`config.mk`:
```
export PLATFORM = sky130hd
export DESIGN_NAME = wwdc_watchdog
export DESIGN_NICKNAME = d
export VERILOG_FILES = /design/src/shared/wwdc_pkg.sv /design/src/rtl/wwdc_watchdog.sv
export VERILOG_INCLUDE_DIRS = /design/src /design/src/shared
export SDC_FILE = /design/constraint.sdc
export NUM_CORES = 1
export LEC_CHECK = 0
export BUFFER_PORTS_ARGS = -buffer_cell sky130_fd_sc_hd__buf_2
export CAP_MARGIN = 10
export CORE_ASPECT_RATIO = 1.1
export CORE_UTILIZATION = 69
export DETAILED_ROUTE_END_ITERATION = 12
export GPL_TIMING_DRIVEN = 0
export PLACE_DENSITY = 0.88
export SLEW_MARGIN = 25
export SYNTH_ARGS = -nofsm -noshare
export SYNTH_HDL_FRONTEND = slang
export SYNTH_SLANG_ARGS = --single-unit
```
`constraint.sdc`:
```
create_clock -name clk -period 24.8 [get_ports clk]
set_clock_uncertainty 0.15 [all_clocks]
set_input_delay 4.96 -clock clk [delete_from_list [all_inputs] [get_ports clk]]
set_output_delay 4.96 -clock clk [all_outputs]
set_load 0.02 [all_outputs]
```
`src/shared/wwdc_defs.svh`:
```
`ifndef WWDC_DEFS_SVH
`define WWDC_DEFS_SVH
// ----------------------------------------
// Register map
// ----------------------------------------
`define WWDC_ADDR_W 8
`define WWDC_ADDR_CTRL 8'h00
`define WWDC_ADDR_CFG 8'h01
`define WWDC_ADDR_STAT 8'h02
`define WWDC_ADDR_TMIN 8'h03
`define WWDC_ADDR_TMAX 8'h04
`define WWDC_CTRL_RST 8'h7F
`define WWDC_ACT_BIT 7
`define WWDC_TOP_BIT 6
`define WWDC_CNT_TOP 7'h40
// ----------------------------------------
// Timing
// ----------------------------------------
`define WWDC_PRESC_PERIODS 16384
`define WWDC_PRESC_W 14
`define WWDC_CLK_MHZ 40
`define WWDC_RST_PULSE_NS 500
`define WWDC_RST_CYC ((`WWDC_RST_PULSE_NS * `WWDC_CLK_MHZ + 999) / 1000)
`define WWDC_MIN_OFFS 128
`define WWDC_ADJ_OFFS 192
`define WWDC_LSB_MUL 64
// ----------------------------------------
// Timebase constants
// ----------------------------------------
`define WWDC_TB0_HIGH 7'h04
`define WWDC_TB0_LOW 7'h3B
`define WWDC_TB1_HIGH 7'h08
`define WWDC_TB1_LOW 7'h35
`define WWDC_TB2_HIGH 7'h14
`define WWDC_TB2_LOW 7'h23
`define WWDC_TB3_HIGH 7'h31
`define WWDC_TB3_LOW 7'h36
`endif

```
`src/shared/wwdc_pkg.sv`:
```
package wwdc_pkg;
   typedef enum logic [1:0]
   {
      WWDC_TB_2MS = 2'b00,
      WWDC_TB_4MS = 2'b01,
      WWDC_TB_10MS = 2'b10,
      WWDC_TB_25MS = 2'b11
   } wwdc_tb_e;
   typedef enum logic [0:0]
   {
      WWDC_ST_RUN = 1'b0,
      WWDC_ST_PULSE = 1'b1
   } wwdc_state_e;
   typedef struct packed
   {
      logic [7:0] addr;
      logic [7:0] wdata;
      logic wr;
      logic rd;
   } wwdc_bus_s;
   typedef struct packed
   {
      logic [6:0] high_c;
      logic [6:0] low_c;
   } wwdc_tbconst_s;
endpackage

```
`src/rtl/wwdc_watchdog.sv`:
```
// Behaviour
// [RULE_01] Counter decrements once every 16384 divided oscillator clocks.
// [RULE_02] Six low counter bits give 64 timeout steps.
// [RULE_03] Active and top bit clearing starts a reset pulse of about 500ns.
// [RULE_04] Counter runs even when inactive; only reset is gated.
// [RULE_05] Software reloads with FFh..C0h regularly to avoid reset.
// [RULE_06] Inactive after reset; once active stays active until reset.
// [RULE_07] Write with activate set and top bit clear forces a reset.
// [RULE_08] HALT while active causes a device reset.
// [RULE_09] Prescaler phase unknown at write; timeout lies between min and max.
// [RULE_10] Timebase constants: 4/59, 8/53, 20/35, 49/54.
// [RULE_11] Timebase select 00=2ms, 01=4ms, 10=10ms, 11=25ms.
// [RULE_12] Minimum timeout formula with 128 and 192 offsets.
// [RULE_13] Maximum timeout formula starting from 16384 periods.
// [RULE_14] Divisions in timeout formulas truncate downward.
// [RULE_15] Options: HALT triggers reset; permanently enabled hardware watchdog.
// [RULE_16] Hardware watchdog option forces active; activation bit ignored.
// [RULE_17] Control register resets to 7Fh.
// [RULE_18] Write loads seven counter bits and restarts the prescaler.
`include "wwdc_defs.svh"
`timescale 1ns/1ps
`default_nettype none
module wwdc_watchdog
   import wwdc_pkg::*;
(
   input wire logic clk,
   input wire logic rst_n,
   input wire logic osc2_tick,
   input wire logic halt_exec,
   input wire logic [7:0] bus_addr,
   input wire logic [7:0] bus_wdata,
   input wire logic bus_wr,
   input wire logic bus_rd,
   output logic [7:0] bus_rdata,
   output logic reset_out_n,
   output logic watchdog_active
);
   // ----------------------------------------
   // Pin synchronisers
   // ----------------------------------------
   logic tick_s1_q, tick_s2_q, tick_s3_q;
   logic halt_s1_q, halt_s2_q, halt_s3_q;
   always_ff @(posedge clk or negedge rst_n)
   begin
      if (!rst_n)
      begin
         tick_s1_q <= 1'b0;
         tick_s2_q <= 1'b0;
         tick_s3_q <= 1'b0;
         halt_s1_q <= 1'b0;
         halt_s2_q <= 1'b0;
         halt_s3_q <= 1'b0;
      end
      else
      begin
         tick_s1_q <= osc2_tick;
         tick_s2_q <= tick_s1_q;
         tick_s3_q <= tick_s2_q;
         halt_s1_q <= halt_exec;
         halt_s2_q <= halt_s1_q;
         halt_s3_q <= halt_s2_q;
      end
   end
   // Rising edges of the divided clock and of the HALT strobe
   logic osc_edge, halt_edge;
   assign osc_edge = tick_s2_q & ~tick_s3_q;
   assign halt_edge = halt_s2_q & ~halt_s3_q;

   wwdc_bus_s bus;
   assign bus = '{addr: bus_addr, wdata: bus_wdata, wr: bus_wr, rd: bus_rd};

   // ----------------------------------------
   // Control, prescaler and reset pulse
   // ----------------------------------------
   logic act_q, act_d;
   logic [6:0] cnt_q, cnt_d;
   logic [`WWDC_PRESC_W-1:0] presc_q, presc_d;
   logic halt_opt_q, halt_opt_d;
   logic hw_opt_q, hw_opt_d;
   logic [1:0] tb_q, tb_d;
   logic wdg_rst_q, wdg_rst_d;
   wwdc_state_e st_q, st_d;
   logic [4:0] pulse_q, pulse_d;
   logic reset_n_q, reset_n_d;
   logic eff_act, ctrl_wr, cfg_wr, trip;

   assign eff_act = act_q | hw_opt_q; // [RULE_16]
   assign ctrl_wr = bus.wr && (bus.addr == `WWDC_ADDR_CTRL);
   assign cfg_wr = bus.wr && (bus.addr == `WWDC_ADDR_CFG);

   always_comb
   begin
      act_d = act_q;
      cnt_d = cnt_q;
      presc_d = presc_q;
      halt_opt_d = halt_opt_q;
      hw_opt_d = hw_opt_q;
      tb_d = tb_q;
      wdg_rst_d = wdg_rst_q;
      st_d = st_q;
      pulse_d = pulse_q;
      reset_n_d = reset_n_q;
      trip = 1'b0;
      if (cfg_wr)
      begin
         halt_opt_d = bus.wdata[0]; // [RULE_15]
         hw_opt_d = hw_opt_q | bus.wdata[1]; // [RULE_15]
         tb_d = bus.wdata[3:2]; // [RULE_11]
      end
      if (ctrl_wr)
      begin
         // Activation is sticky; software can only set it
         act_d = act_q | bus.wdata[`WWDC_ACT_BIT]; // [RULE_06]
         cnt_d = bus.wdata[6:0]; // [RULE_18] [RULE_02]
         presc_d = '0; // [RULE_18] [RULE_09]
         if ((bus.wdata[`WWDC_ACT_BIT] | act_q | hw_opt_q) && !bus.wdata[`WWDC_TOP_BIT])
            trip = 1'b1; // [RULE_07]
      end
      else if (osc_edge)
      begin
         // Free running regardless of activation
         if (presc_q == `WWDC_PRESC_W'(`WWDC_PRESC_PERIODS - 1)) // [RULE_01]
         begin
            presc_d = '0;
            cnt_d = cnt_q - 7'h01; // [RULE_04]
            if (cnt_q == `WWDC_CNT_TOP && eff_act)
               trip = 1'b1; // [RULE_03]
         end
         else
            presc_d = presc_q + `WWDC_PRESC_W'(1);
      end
      if (halt_edge && eff_act && halt_opt_q)
         trip = 1'b1; // [RULE_08]
      unique case (st_q)
         WWDC_ST_RUN:
         begin
            reset_n_d = 1'b1;
            if (trip)
            begin
               st_d = WWDC_ST_PULSE;
               pulse_d = 5'(`WWDC_RST_CYC - 1);
               reset_n_d = 1'b0; // [RULE_03]
               wdg_rst_d = 1'b1;
            end
         end
         WWDC_ST_PULSE:
         begin
            if (pulse_q == 5'h0)
            begin
               // Device reset restores activation, counter and prescaler; options and timebase keep their values
               st_d = WWDC_ST_RUN;
               reset_n_d = 1'b1;
               act_d = 1'b0; // [RULE_06]
               cnt_d = 7'(`WWDC_CTRL_RST); // [RULE_17]
               presc_d = '0;
            end
            else
               pulse_d = pulse_q - 5'h01;
         end
      endcase
   end

   always_ff @(posedge clk or negedge rst_n)
   begin
      if (!rst_n)
      begin
         act_q <= 1'b0; // [RULE_17]
         cnt_q <= 7'h7F;
         presc_q <= '0;
         halt_opt_q <= 1'b0;
         hw_opt_q <= 1'b0;
         tb_q <= 2'b00;
         wdg_rst_q <= 1'b0;
         st_q <= WWDC_ST_RUN;
         pulse_q <= 5'h00;
         reset_n_q <= 1'b1;
      end
      else
      begin
         act_q <= act_d;
         cnt_q <= cnt_d;
         presc_q <= presc_d;
         halt_opt_q <= halt_opt_d;
         hw_opt_q <= hw_opt_d;
         tb_q <= tb_d;
         wdg_rst_q <= wdg_rst_d;
         st_q <= st_d;
         pulse_q <= pulse_d;
         reset_n_q <= reset_n_d;
      end
   end

   // ----------------------------------------
   // Timeout bounds for the loaded step count
   // ----------------------------------------
   wwdc_tbconst_s tbc;
   always_comb
   begin
      unique case (wwdc_tb_e'(tb_q))
         WWDC_TB_2MS: tbc = '{high_c: `WWDC_TB0_HIGH, low_c: `WWDC_TB0_LOW}; // [RULE_10]
         WWDC_TB_4MS: tbc = '{high_c: `WWDC_TB1_HIGH, low_c: `WWDC_TB1_LOW}; // [RULE_10]
         WWDC_TB_10MS: tbc = '{high_c: `WWDC_TB2_HIGH, low_c: `WWDC_TB2_LOW}; // [RULE_10]
         WWDC_TB_25MS: tbc = '{high_c: `WWDC_TB3_HIGH, low_c: `WWDC_TB3_LOW}; // [RULE_10]
      endcase
   end

   // Bounds are in oscillator periods; a sequential divider would save area but cost latency
   logic [5:0] loaded_step_count;
   logic [6:0] q4, hq;
   logic [23:0] base_min, base_max, adj, tmin, tmax;
   assign loaded_step_count = cnt_q[5:0];
   assign hq = tbc.high_c >> 2; // [RULE_14]
   assign q4 = 7'((9'({loaded_step_count, 2'b00})) / 9'(tbc.high_c)); // [RULE_14]
   assign base_min = 24'((32'(tbc.low_c) + `WWDC_MIN_OFFS) * `WWDC_LSB_MUL);
   assign base_max = 24'(`WWDC_PRESC_PERIODS);
   assign adj = 24'(`WWDC_PRESC_PERIODS * (32'(loaded_step_count) - 32'(q4))
      + (`WWDC_ADJ_OFFS + 32'(tbc.low_c)) * `WWDC_LSB_MUL * 32'(q4));
   always_comb
   begin
      tmin = base_min + adj; // [RULE_12]
      tmax = base_max + adj; // [RULE_13]
      if (7'(loaded_step_count) < hq)
         tmin = base_min + 24'(`WWDC_PRESC_PERIODS * 32'(loaded_step_count));
      if (7'(loaded_step_count) <= hq)
         tmax = base_max + 24'(`WWDC_PRESC_PERIODS * 32'(loaded_step_count));
   end

   // ----------------------------------------
   // Register read port
   // ----------------------------------------
   logic [7:0] rdata_q, rdata_d;
   logic active_q;
   always_comb
   begin
      rdata_d = 8'h00;
      if (bus.rd)
      begin
         unique case (bus.addr)
            `WWDC_ADDR_CTRL: rdata_d = {act_q, cnt_q};
            `WWDC_ADDR_CFG: rdata_d = {4'h0, tb_q, hw_opt_q, halt_opt_q};
            `WWDC_ADDR_STAT: rdata_d = {6'h00, wdg_rst_q, eff_act};
            `WWDC_ADDR_TMIN: rdata_d = tmin[21:14];
            `WWDC_ADDR_TMAX: rdata_d = tmax[21:14];
            default: rdata_d = 8'h00;
         endcase
      end
   end
   always_ff @(posedge clk or negedge rst_n)
   begin
      if (!rst_n)
      begin
         rdata_q <= 8'h00;
         active_q <= 1'b0;
      end
      else
      begin
         rdata_q <= rdata_d;
         active_q <= eff_act;
      end
   end
   assign bus_rdata = rdata_q;
   assign reset_out_n = reset_n_q;
   assign watchdog_active = active_q;

   // ----------------------------------------
   // Checks
   // ----------------------------------------
   // Reset pulse width, counted here because a property repetition has to stay short
   logic [5:0] low_len_q, low_len_d;
   always_comb
   begin
      low_len_d = 6'h00;
      if (!reset_out_n)
         low_len_d = low_len_q + 6'h01;
   end
   always_ff @(posedge clk or negedge rst_n)
   begin
      if (!rst_n)
         low_len_q <= 6'h00;
      else
         low_len_q <= low_len_d;
   end
endmodule
`default_nettype wire

```
==> results of run 1 <==
[flip-flops by register name, summed over array words and instances, names as in the netlist, 2 cells and up]
register   cells
bus_rdata      8
cnt_q          7
presc_q       14
pulse_q        5
tb_q           2
[worst max path at each step]
stage / start / to / slack (ns) / cells past startpoint
finish: tb_q[1] / bus_rdata[7] / 4.99 / 80
global placement: tb_q[1] / bus_rdata[7] / 5.98 / 83
global route: tb_q[1] / bus_rdata[7] / 3.40 / 82
floorplan: cnt_q[4] / bus_rdata[7] / 8.61 / 82
detailed placement: tb_q[1] / bus_rdata[7] / 5.41 / 80
CTS: tb_q[1] / bus_rdata[7] / 5.35 / 83
[cells by family (layout without fill, tap and decap cells)]
group / count (synthesis) / count (layout) / share of synthesized area (%)
simple gates: 296 / 296 / 20.7
compound gates: 191 / 191 / 18.7
fa+ha+maj: 126 / 126 / 25.4
buf+inv: 108 / 146 / 5.91
xor+xnor: 79 / 79 / 9.70
flops: 49 / 49 / 17.3
mux: 15 / 15 / 2.21
other cells: 2 / 2 / 0.105
[worst reg2reg max path, delay by kind of cell (launching register included)]
family	cells	cell delay, ns
buffers and inverters	12	3.68
adders and majority gates	10	3.65
DFF	1	0.50
xor gates and xnor gates	5	0.98
muxes	2	0.52
AOI/OAI and AO/OA	30	6.34
and+or+nand+nor	21	3.90
[cell usage in the layout, fill, tap and decap left out, types with 6 or more instances in the layout]
cell      synthesis  layout
nand2_1          62      62
or2_2             6       6
nand3_1          33      33
inv_1            80      80
o21a_1            6       6
dfstp_2           8       8
a21oi_1          47      47
clkbuf_1         19      20
mux2i_1          12      12
xor2_1           34      34
o211ai_1          9       9
buf_2             4      33
nor2b_1          11      11
a31oi_1           9       9
o21ai_0          39      39
fa_1             31      31
a21o_1           11      11
o21bai_1         14      14
ha_1             95      95
and3_1           17      17
nor3_1           15      15
nand4_1          10      10
nor2_1           92      92
xnor2_1          45      45
nand2b_1          9       9
and2_1            9       9
dfrtp_1          41      41
nor4_1            7       7
[through the flow]
| step | std cells | worst slack [ns] |
|---|---|---|
| finish | 1024 | 4.99 |
| detailed placement | 1016 | 5.41 |
| global route | 1024 | 3.40 |
| global placement | 1016 | 5.98 |
| floorplan | 866 | 8.61 |
| CTS | 1024 | 5.35 |
[cell type report]
cell class                      count  area [µm²]
Sequential cell                    49        1240
Fill cell                         747        2410
Timing Repair Buffer               30         153
Buffer                             25         106
Clock buffer                        6        72.6
Inverter                           83         315
Multi-Input combinational cell    709        5480
Tap cell                          120         150
Clock inverter                      2        15.0
[per-layer routing]
metal / vias to the layer above / part of all wire, % / wire (µm) / track usage, %
li1: 3091 / - / - / -
met1: 3208 / 39 / 7100 / 39.5
met2: 258 / 50 / 9040 / 62.9
met3: 71 / 5.4 / 965 / 3.91
met4: 0 / 5.0 / 902 / 21.1
met5: - / 0 / 0 / 0
==> results_dict.tcl, run 1 <==
set metrics [dict create \
    cts_inserted_buffers 5 \
    maxCapViolCount 0 \
    yosys.area.top_type "ha_1" \
    dp_hpwl_mm 14.4 \
    grt_usage_pct 34.7 \
    core-area_um2 9940 \
    pin_count 32 \
    post_cts_resized 0 \
    hp-class "reg2reg" \
    tightest_slew_ns 0.865 \
    synth.most_common_cell "ha_1" \
    crit_type "reg2reg" \
    hold_end "halt_s2_q" \
    cts_hold_buf 0 \
    cp-end-kind "register" \
    clk_pin_slew_ns 0.09 \
    utilization_pct 75.8 \
    grt-ovfl-total 0 \
    layout.nets 1051 \
    cp_max_fo 16 \
    yosysWarnings 0 \
    clock_sinks 49 \
    rr_startpoint "tb_q[1]" \
    holdPathStages 0 \
    critPathTopFamily "compound AO/OA/AOI/OAI gates" \
    insertedDiodeCount 0 \
    syn_inst 866 \
    area_growth_syn_to_layout_pct 5.56 \
    async_flop_share_pct 100 \
    min_from "halt_s1_q" \
    cts_tree "done" \
    hold_viol 0 \
    start_kind "register" \
    insertion_delay_ns 0.31 \
    synth.distinct_cells 87 \
    drtPass1Iterations 5 \
    post_drt_wl_per_cell_um 17.6 \
    timing.hold.ws_ns 0.213 \
    crit_arrival_ns 19.88 \
    ys.flop_type "dfrtp_1" \
    slowest_delay_ns 0.61 \
    status "complete, no violations" \
    synth-seq-cells 49 \
    drive_above_1_share_pct 9.29 \
    crit_buf_inv 12 \
    rows 38 \
    synthTopCellsByCount "ha_1 (95), nor2_1 (92), inv_1 (80), nand2_1 (62), a21oi_1 (47)" \
    cts_root_buf "clkbuf_8" \
    syn_area_per_cell_um2 8.24 \
    port_buffers 30 \
    wl_mm 18.0 \
    placed_area_um2 7440 \
    ff2ff_setup_slack_ns 4.99 \
    rr_endpoint "bus_rdata[7]" \
    post_cts_buffers 0 \
    grt_pass1_wl_mm 29.5 \
    fin_tns_setup_ns 0 \
    finish.instance_area_um2 7530 \
    report.final.slew_viol_count 0 \
    finalCritPeriodShare_pct 79.9 \
    synth_nets 1014 \
    start_util_pct 71.8 \
    drtAntennaViolNets 0 \
    place.gp.congestion 0.943 \
    vias_per_cell 6.47 \
    slew_headroom_pct 42.1 \
    drt_iter0_drc 327 \
    grt_max_degree 50 \
    post-route-drc-count 0 \
    chipHeight_um 109 \
    grt_pass1_vias 6632 \
    cts_max_level 2 \
    vias 6628 \
    clk_path_buf_depth 2 \
    critPathRequiredTime_ns 24.87 \
    synth_area_um2 7130 \
    synth_edf_count 0 \
    synth_top_cell_area_share_pct 16.7 \
    setup_violations 0 \
    ys_seq_area_share_pct 17.3 \
    yosys-top-cells-area "ha_1 (17%), dfrtp_1 (14%), fa_1 (8.7%), xnor2_1 (5.5%), nor2_1 (4.8%)" \
    period_minus_slack_ns 19.81 \
    die_x_um 99.0 \
    antenna_found_initial 0 \
    dieArea_um2 10800 \
    rsz0062_at_grt "false" \
    fmax_ghz 0.0505 \
    reg2reg_depth 80 \
    cp_slowest_cell "nor4_4" \
]
Power of run 1 is left out: the tool's default activity adds up to more than one toggle a clock period on the data nets, which glitch-free logic cannot reach.
==> run 2, diff against run 1 <==
Settings changed: CORE_UTILIZATION 69 to 58, PLACE_DENSITY 0.88 to 0.79.
Clock period 24.8 ns to 16.8 ns, I/O delays scaled along.
==> run 2 against run 1 <==
Against the previous run:
- first-iteration DRC count up 30%
- die area up 19%
- clock-buffer cell count down 1
- design area up 8.2%
- sequential cell count unchanged
- sequential share of layout area down 1.2 points
- fmax up 23%
- worst hold slack better by 0.0023 ns
- via count up 0.63%
- register-to-register slack worse by 4.3 ns
- critical endpoint unchanged
==> results_dict.tcl, run 2 (same netlist as run 1, synthesis figures left out) <==
set metrics [dict create \
    status "complete, no violations" \
    antenna_found_initial 0 \
    cts_hold_buf 0 \
    finalCritPeriodShare_pct 95.8 \
    crit_type "reg2reg" \
    vias_per_cell 6.10 \
    rows 42 \
    grt_max_degree 50 \
    cts_tree "done" \
    drtPass1Iterations 8 \
    report.final.slew_viol_count 0 \
    fmax_ghz 0.0621 \
    rr_endpoint "bus_rdata[7]" \
    drt_iter0_drc 425 \
    hp-class "reg2reg" \
    largest_register_ffs 14 \
    finalWorstSetupSlack_ns 0.707 \
    grt_usage_pct 28.0 \
    clk_path_buf_depth 2 \
    chipHeight_um 118 \
    cp_slowest_cell "dfstp_2" \
    area_growth_syn_to_layout_pct 14.2 \
    period_minus_slack_ns 16.09 \
    holdPathStages 0 \
    placedCellCount 1050 \
    die_x_um 108 \
    layout.nets 1086 \
    critPathTopFamily "compound AO/OA/AOI/OAI gates" \
    insertion_delay_ns 0.30 \
    place.gp.congestion 0.914 \
    vias 6670 \
    post-route-drc-count 0 \
    clk_pin_slew_ns 0.07 \
    layout.cells.non_filler 1093 \
    cp-end-kind "register" \
    wl_mm 18.8 \
    final_cell_mix "ha_1 (90), nor2_1 (89), inv_1 (77), nand2_1 (60), a21oi_1 (45)" \
    maxCapViolCount 0 \
    rr_startpoint "cnt_q[0]" \
    start_util_pct 59.3 \
    setup_violations 0 \
    start_kind "register" \
    post_drt_wl_per_cell_um 17.2 \
    port_buffers 30 \
    cpMostUsedCell "a21oi_1" \
    dieArea_um2 12700 \
    finish.instance_area_um2 8150 \
    slew_headroom_pct 42.5 \
    cp_max_fo 12 \
    hold_viol 0 \
    ff2ff_setup_slack_ns 0.71 \
    clock_sinks 49 \
    reg2reg_depth 86 \
    final_common_cell "ha_1" \
    slowest_delay_ns 0.61 \
    grt_pass1_vias 6207 \
    hold_end "tick_s2_q" \
    cts_inserted_buffers 5 \
    crit_buf_inv 12 \
    grt_pass1_wl_mm 28.6 \
    min_from "tick_s1_q" \
    pin_count 32 \
    dp_hpwl_mm 13.7 \
    placed_area_um2 7490 \
    tightest_slew_ns 0.860 \
    pre_cts_ws_ns -2.39 \
    largest-register "presc_q" \
    core-area_um2 12000 \
    drive_above_1_share_pct 16.5 \
    cts_root_buf "clkbuf_16" \
    insertedDiodeCount 0 \
    crit_arrival_ns 16.14 \
    drtAntennaViolNets 0 \
    critPathRequiredTime_ns 16.85 \
    cts_max_level 2 \
    grt-ovfl-total 0 \
]
==> run 2: metal layers <==
layer | wire length [µm] | GRT usage [%]
met1 | 7830 | 36.0
met2 | 9370 | 48.8
met3 | 1040 | 1.77
met4 | 532 | 10.2
met5 | 0 | 0
==> run 2: what timing repair did <==
action	4_1_cts	5_1_grt
gates cloned	0	0
pin swaps	4	13
endpoints found under the setup margin	8	8
resized for setup	18	43
hold endpoints to repair	0	0
buffers inserted	5	32
==> run 2: worst max path at each step <==
stage	startpoint	endpoint	depth (start not counted)
finish	cnt_q[0]	bus_rdata[7]	86
global route	cnt_q[0]	bus_rdata[7]	86
CTS	tb_q[1]	bus_rdata[7]	86
detailed placement	tb_q[1]	bus_rdata[7]	83
global placement	tb_q[1]	bus_rdata[7]	86
floorplan	cnt_q[4]	bus_rdata[7]	82
==> run 2: final cells by class <==
cell class              count  area, µm²
inverters                  83        327
clock buffers               5        125
clock inverters             3       21.3
well taps                 154        193
plain buffers              23        138
multi-input cells         709       5680
fillers                   981       3880
flip-flops and latches     49       1240
repair buffers             67        430
==> run 2: worst register-to-register path, delay by kind of cell, from the launching register on <==
kind | cells | cell delay [ns]
mux | 1 | 0.07
xor+xnor | 5 | 0.85
buf+inv | 12 | 1.76
simple gates | 24 | 3.16
compound gates | 34 | 6.00
fa+ha+maj | 10 | 3.36
flops | 1 | 0.61
==> run 2: stage by stage <==
stage	utilization [%]	hold WS (ns)	TNS (ns)
3_3_place_gp	62.1	0.198	-14.40
4_1_cts	64.1	0.214	0
5_1_grt	67.7	0.216	-0.859
3_5_place_dp	62.2	0.189	-15.93
6_report	67.7	0.215	0
2_1_floorplan	-	0.181	0
Power of run 2 is left out for the same reason.
==> run 3, diff against run 2 <==
Settings changed: ABC_AREA set to 1, CORE_UTILIZATION 58 to 64, PLACE_DENSITY 0.79 to 0.82.
Clock period 16.8 ns to 14.9 ns, I/O delays scaled along.
==> run 3 against run 2 <==
Against the previous run:
- clock-buffer cell count stayed put
- synthesized cell count is 19% higher
- via count is 2.6% higher
- die area is 8.4% lower
- critical path depth is 2 higher
- critical path type unchanged
==> results_dict.tcl, run 3 <==
set metrics [dict create \
    insertion_delay_ns 0.30 \
    port_buffers 31 \
    final_cell_mix "inv_1 (188), nand2_1 (182), nor2_1 (102), ha_1 (94), nand3_1 (67)" \
    synthTopCellsByCount "inv_1 (190), nand2_1 (183), nor2_1 (104), ha_1 (95), nand3_1 (67)" \
    drtPass1Iterations 6 \
    die_x_um 103 \
    drive_above_1_share_pct 12.7 \
    holdPathStages 0 \
    drt_iter0_drc 314 \
    final_common_cell "inv_1" \
    hp-class "reg2reg" \
    cts_tree "done" \
    post-route-drc-count 0 \
    synth.most_common_cell "inv_1" \
    synth-seq-cells 49 \
    yosysWarnings 0 \
    crit_arrival_ns 13.80 \
    chipHeight_um 113 \
    wl_met1_mm 7.55 \
    grt-ovfl-total 0 \
    slew_headroom_pct 55.5 \
    layout.nets 1225 \
    antenna_found_initial 0 \
    synth_area_um2 7200 \
    layout.cells.non_filler 1225 \
    area_growth_syn_to_layout_pct 9.83 \
    critPathRequiredTime_ns 14.95 \
    vias_per_cell 5.59 \
    timing.hold.ws_ns 0.209 \
    ys_seq_area_share_pct 17.2 \
    slowest_delay_ns 0.53 \
    synth_nets 1175 \
    place.gp.congestion 0.895 \
    synth.distinct_cells 55 \
    insertedDiodeCount 0 \
    rows 40 \
    highest-signal-layer "met4" \
    report.final.slew_viol_count 0 \
    synth_top_cell_area_share_pct 16.5 \
    cts_inserted_buffers 5 \
    wl_mm 17.5 \
    ys.flop_type "dfrtp_1" \
    synth_edf_count 0 \
    dr_wl_met3_um 905 \
    core-area_um2 11000 \
    setup_violations 0 \
    grt_pass1_vias 6377 \
    vias 6842 \
    async_flop_share_pct 100 \
    grt_pass1_wl_mm 28.5 \
    clk_pin_slew_ns 0.07 \
    placedCellCount 1205 \
    status "complete, no violations" \
    start_util_pct 65.7 \
    grt_usage_pct 31.2 \
    crit_type "reg2reg" \
    drtAntennaViolNets 0 \
    tightest_slew_ns 0.665 \
    start_kind "register" \
    reg2reg_depth 88 \
    grt_max_degree 50 \
    maxCapViolCount 0 \
    wl_met2_mm 8.50 \
    dp_hpwl_mm 13.6 \
    clock_sinks 49 \
    syn_inst 1027 \
    clk_path_buf_depth 2 \
    cp-end-kind "register" \
    largest_register_ffs 14 \
    dieArea_um2 11700 \
    cp_max_fo 12 \
    post_drt_wl_per_cell_um 14.3 \
    cts_max_level 2 \
    period_minus_slack_ns 13.75 \
    pin_count 32 \
    hold_viol 0 \
    yosys-top-cells-area "ha_1 (17%), dfrtp_1 (14%), inv_1 (9.9%), nand2_1 (9.5%), fa_1 (8.6%)" \
    fmax_ghz 0.0727 \
    cts_root_buf "clkbuf_16" \
    syn_area_per_cell_um2 7.01 \
    yosys.area.top_type "ha_1" \
    largest-register "presc_q" \
    finalCritPeriodShare_pct 92.3 \
    cp_slowest_cell "fa_1" \
]
==> run 3: changes by cell type after synthesis, moves of 13 or more <==
cell / previous run / this run
a21oi_1: 47 / 62
and3_1: 17 / 0
clkbuf_1: 19 / 6
inv_1: 80 / 190
nand2_1: 62 / 183
nand2_2: 1 / 19
nand3_1: 33 / 67
xnor2_1: 45 / 21
==> run 3: stage by stage <==
step           setup WS [ns]  util (%)  instance area, µm²  TNS, ns
2_1_floorplan           1.65         -                7200        0
3_3_place_gp          -0.956      68.8                7540    -3.88
3_5_place_dp           -1.05      68.8                7540    -4.78
4_1_cts               0.0321      70.8                7760        0
5_1_grt              -0.0463      72.2                7910  -0.0463
6_report                1.15      72.2                7910        0
==> run 3: final timing paths <==
check                      startpoint      endpoint  slack [ns]
setup / recovery              tb_q[0]  bus_rdata[7]        1.15
hold / removal              halt_s1_q     halt_s2_q        0.21
setup reg to reg              tb_q[0]  bus_rdata[7]        1.15
hold reg to reg             halt_s1_q     halt_s2_q        0.21
max in group asynchronous       rst_n       tb_q[1]       11.61
min in group asynchronous       rst_n     tick_s1_q        2.55
==> run 3: cell families after synthesis <==
group           after synthesis  synth area share, %
compound gates              145                 11.4
xor+xnor                     50                 6.08
fa+ha+maj                   126                 25.1
buf+inv                     209                 11.1
flops                        49                 17.2
mux                           1                0.156
other cells                   2                0.104
simple gates                445                 28.9
==> run 3: per-layer routing <==
| layer | vias up | global-route usage (%) |
|---|---|---|
| li1 | 3396 | - |
| met1 | 3164 | 40.5 |
| met2 | 236 | 52.7 |
| met3 | 46 | 2.78 |
| met4 | 0 | 13.3 |
| met5 | - | 0 |
==> run 3: critical path, delay by kind of cell, from the launching register on <==
kind | cells | cell delay (ns)
compound gates | 11 | 1.72
xor+xnor | 7 | 1.15
fa+ha+maj | 12 | 4.53
buf+inv | 20 | 1.94
flops | 1 | 0.38
simple gates | 38 | 3.77
==> run 3: what timing repair did <==
action | CTS | global route
setup endpoints to repair | 7 | 7
setup buffers | 3 | 9
resized for setup | 10 | 23
pin swaps | 0 | 4
hold buffers | 0 | 0
==> run 3: final cells by class <==
| cell class | count | area, µm² |
|---|---|---|
| Multi-Input combinational cell | 769 | 5250 |
| Fill cell | 913 | 3050 |
| Sequential cell | 49 | 1240 |
| Inverter | 199 | 763 |
| Timing Repair Buffer | 43 | 248 |
| Tap cell | 147 | 184 |
| Clock buffer | 5 | 125 |
| Buffer | 10 | 55.1 |
| Clock inverter | 3 | 43.8 |
Power of run 3 is left out for the same reason.
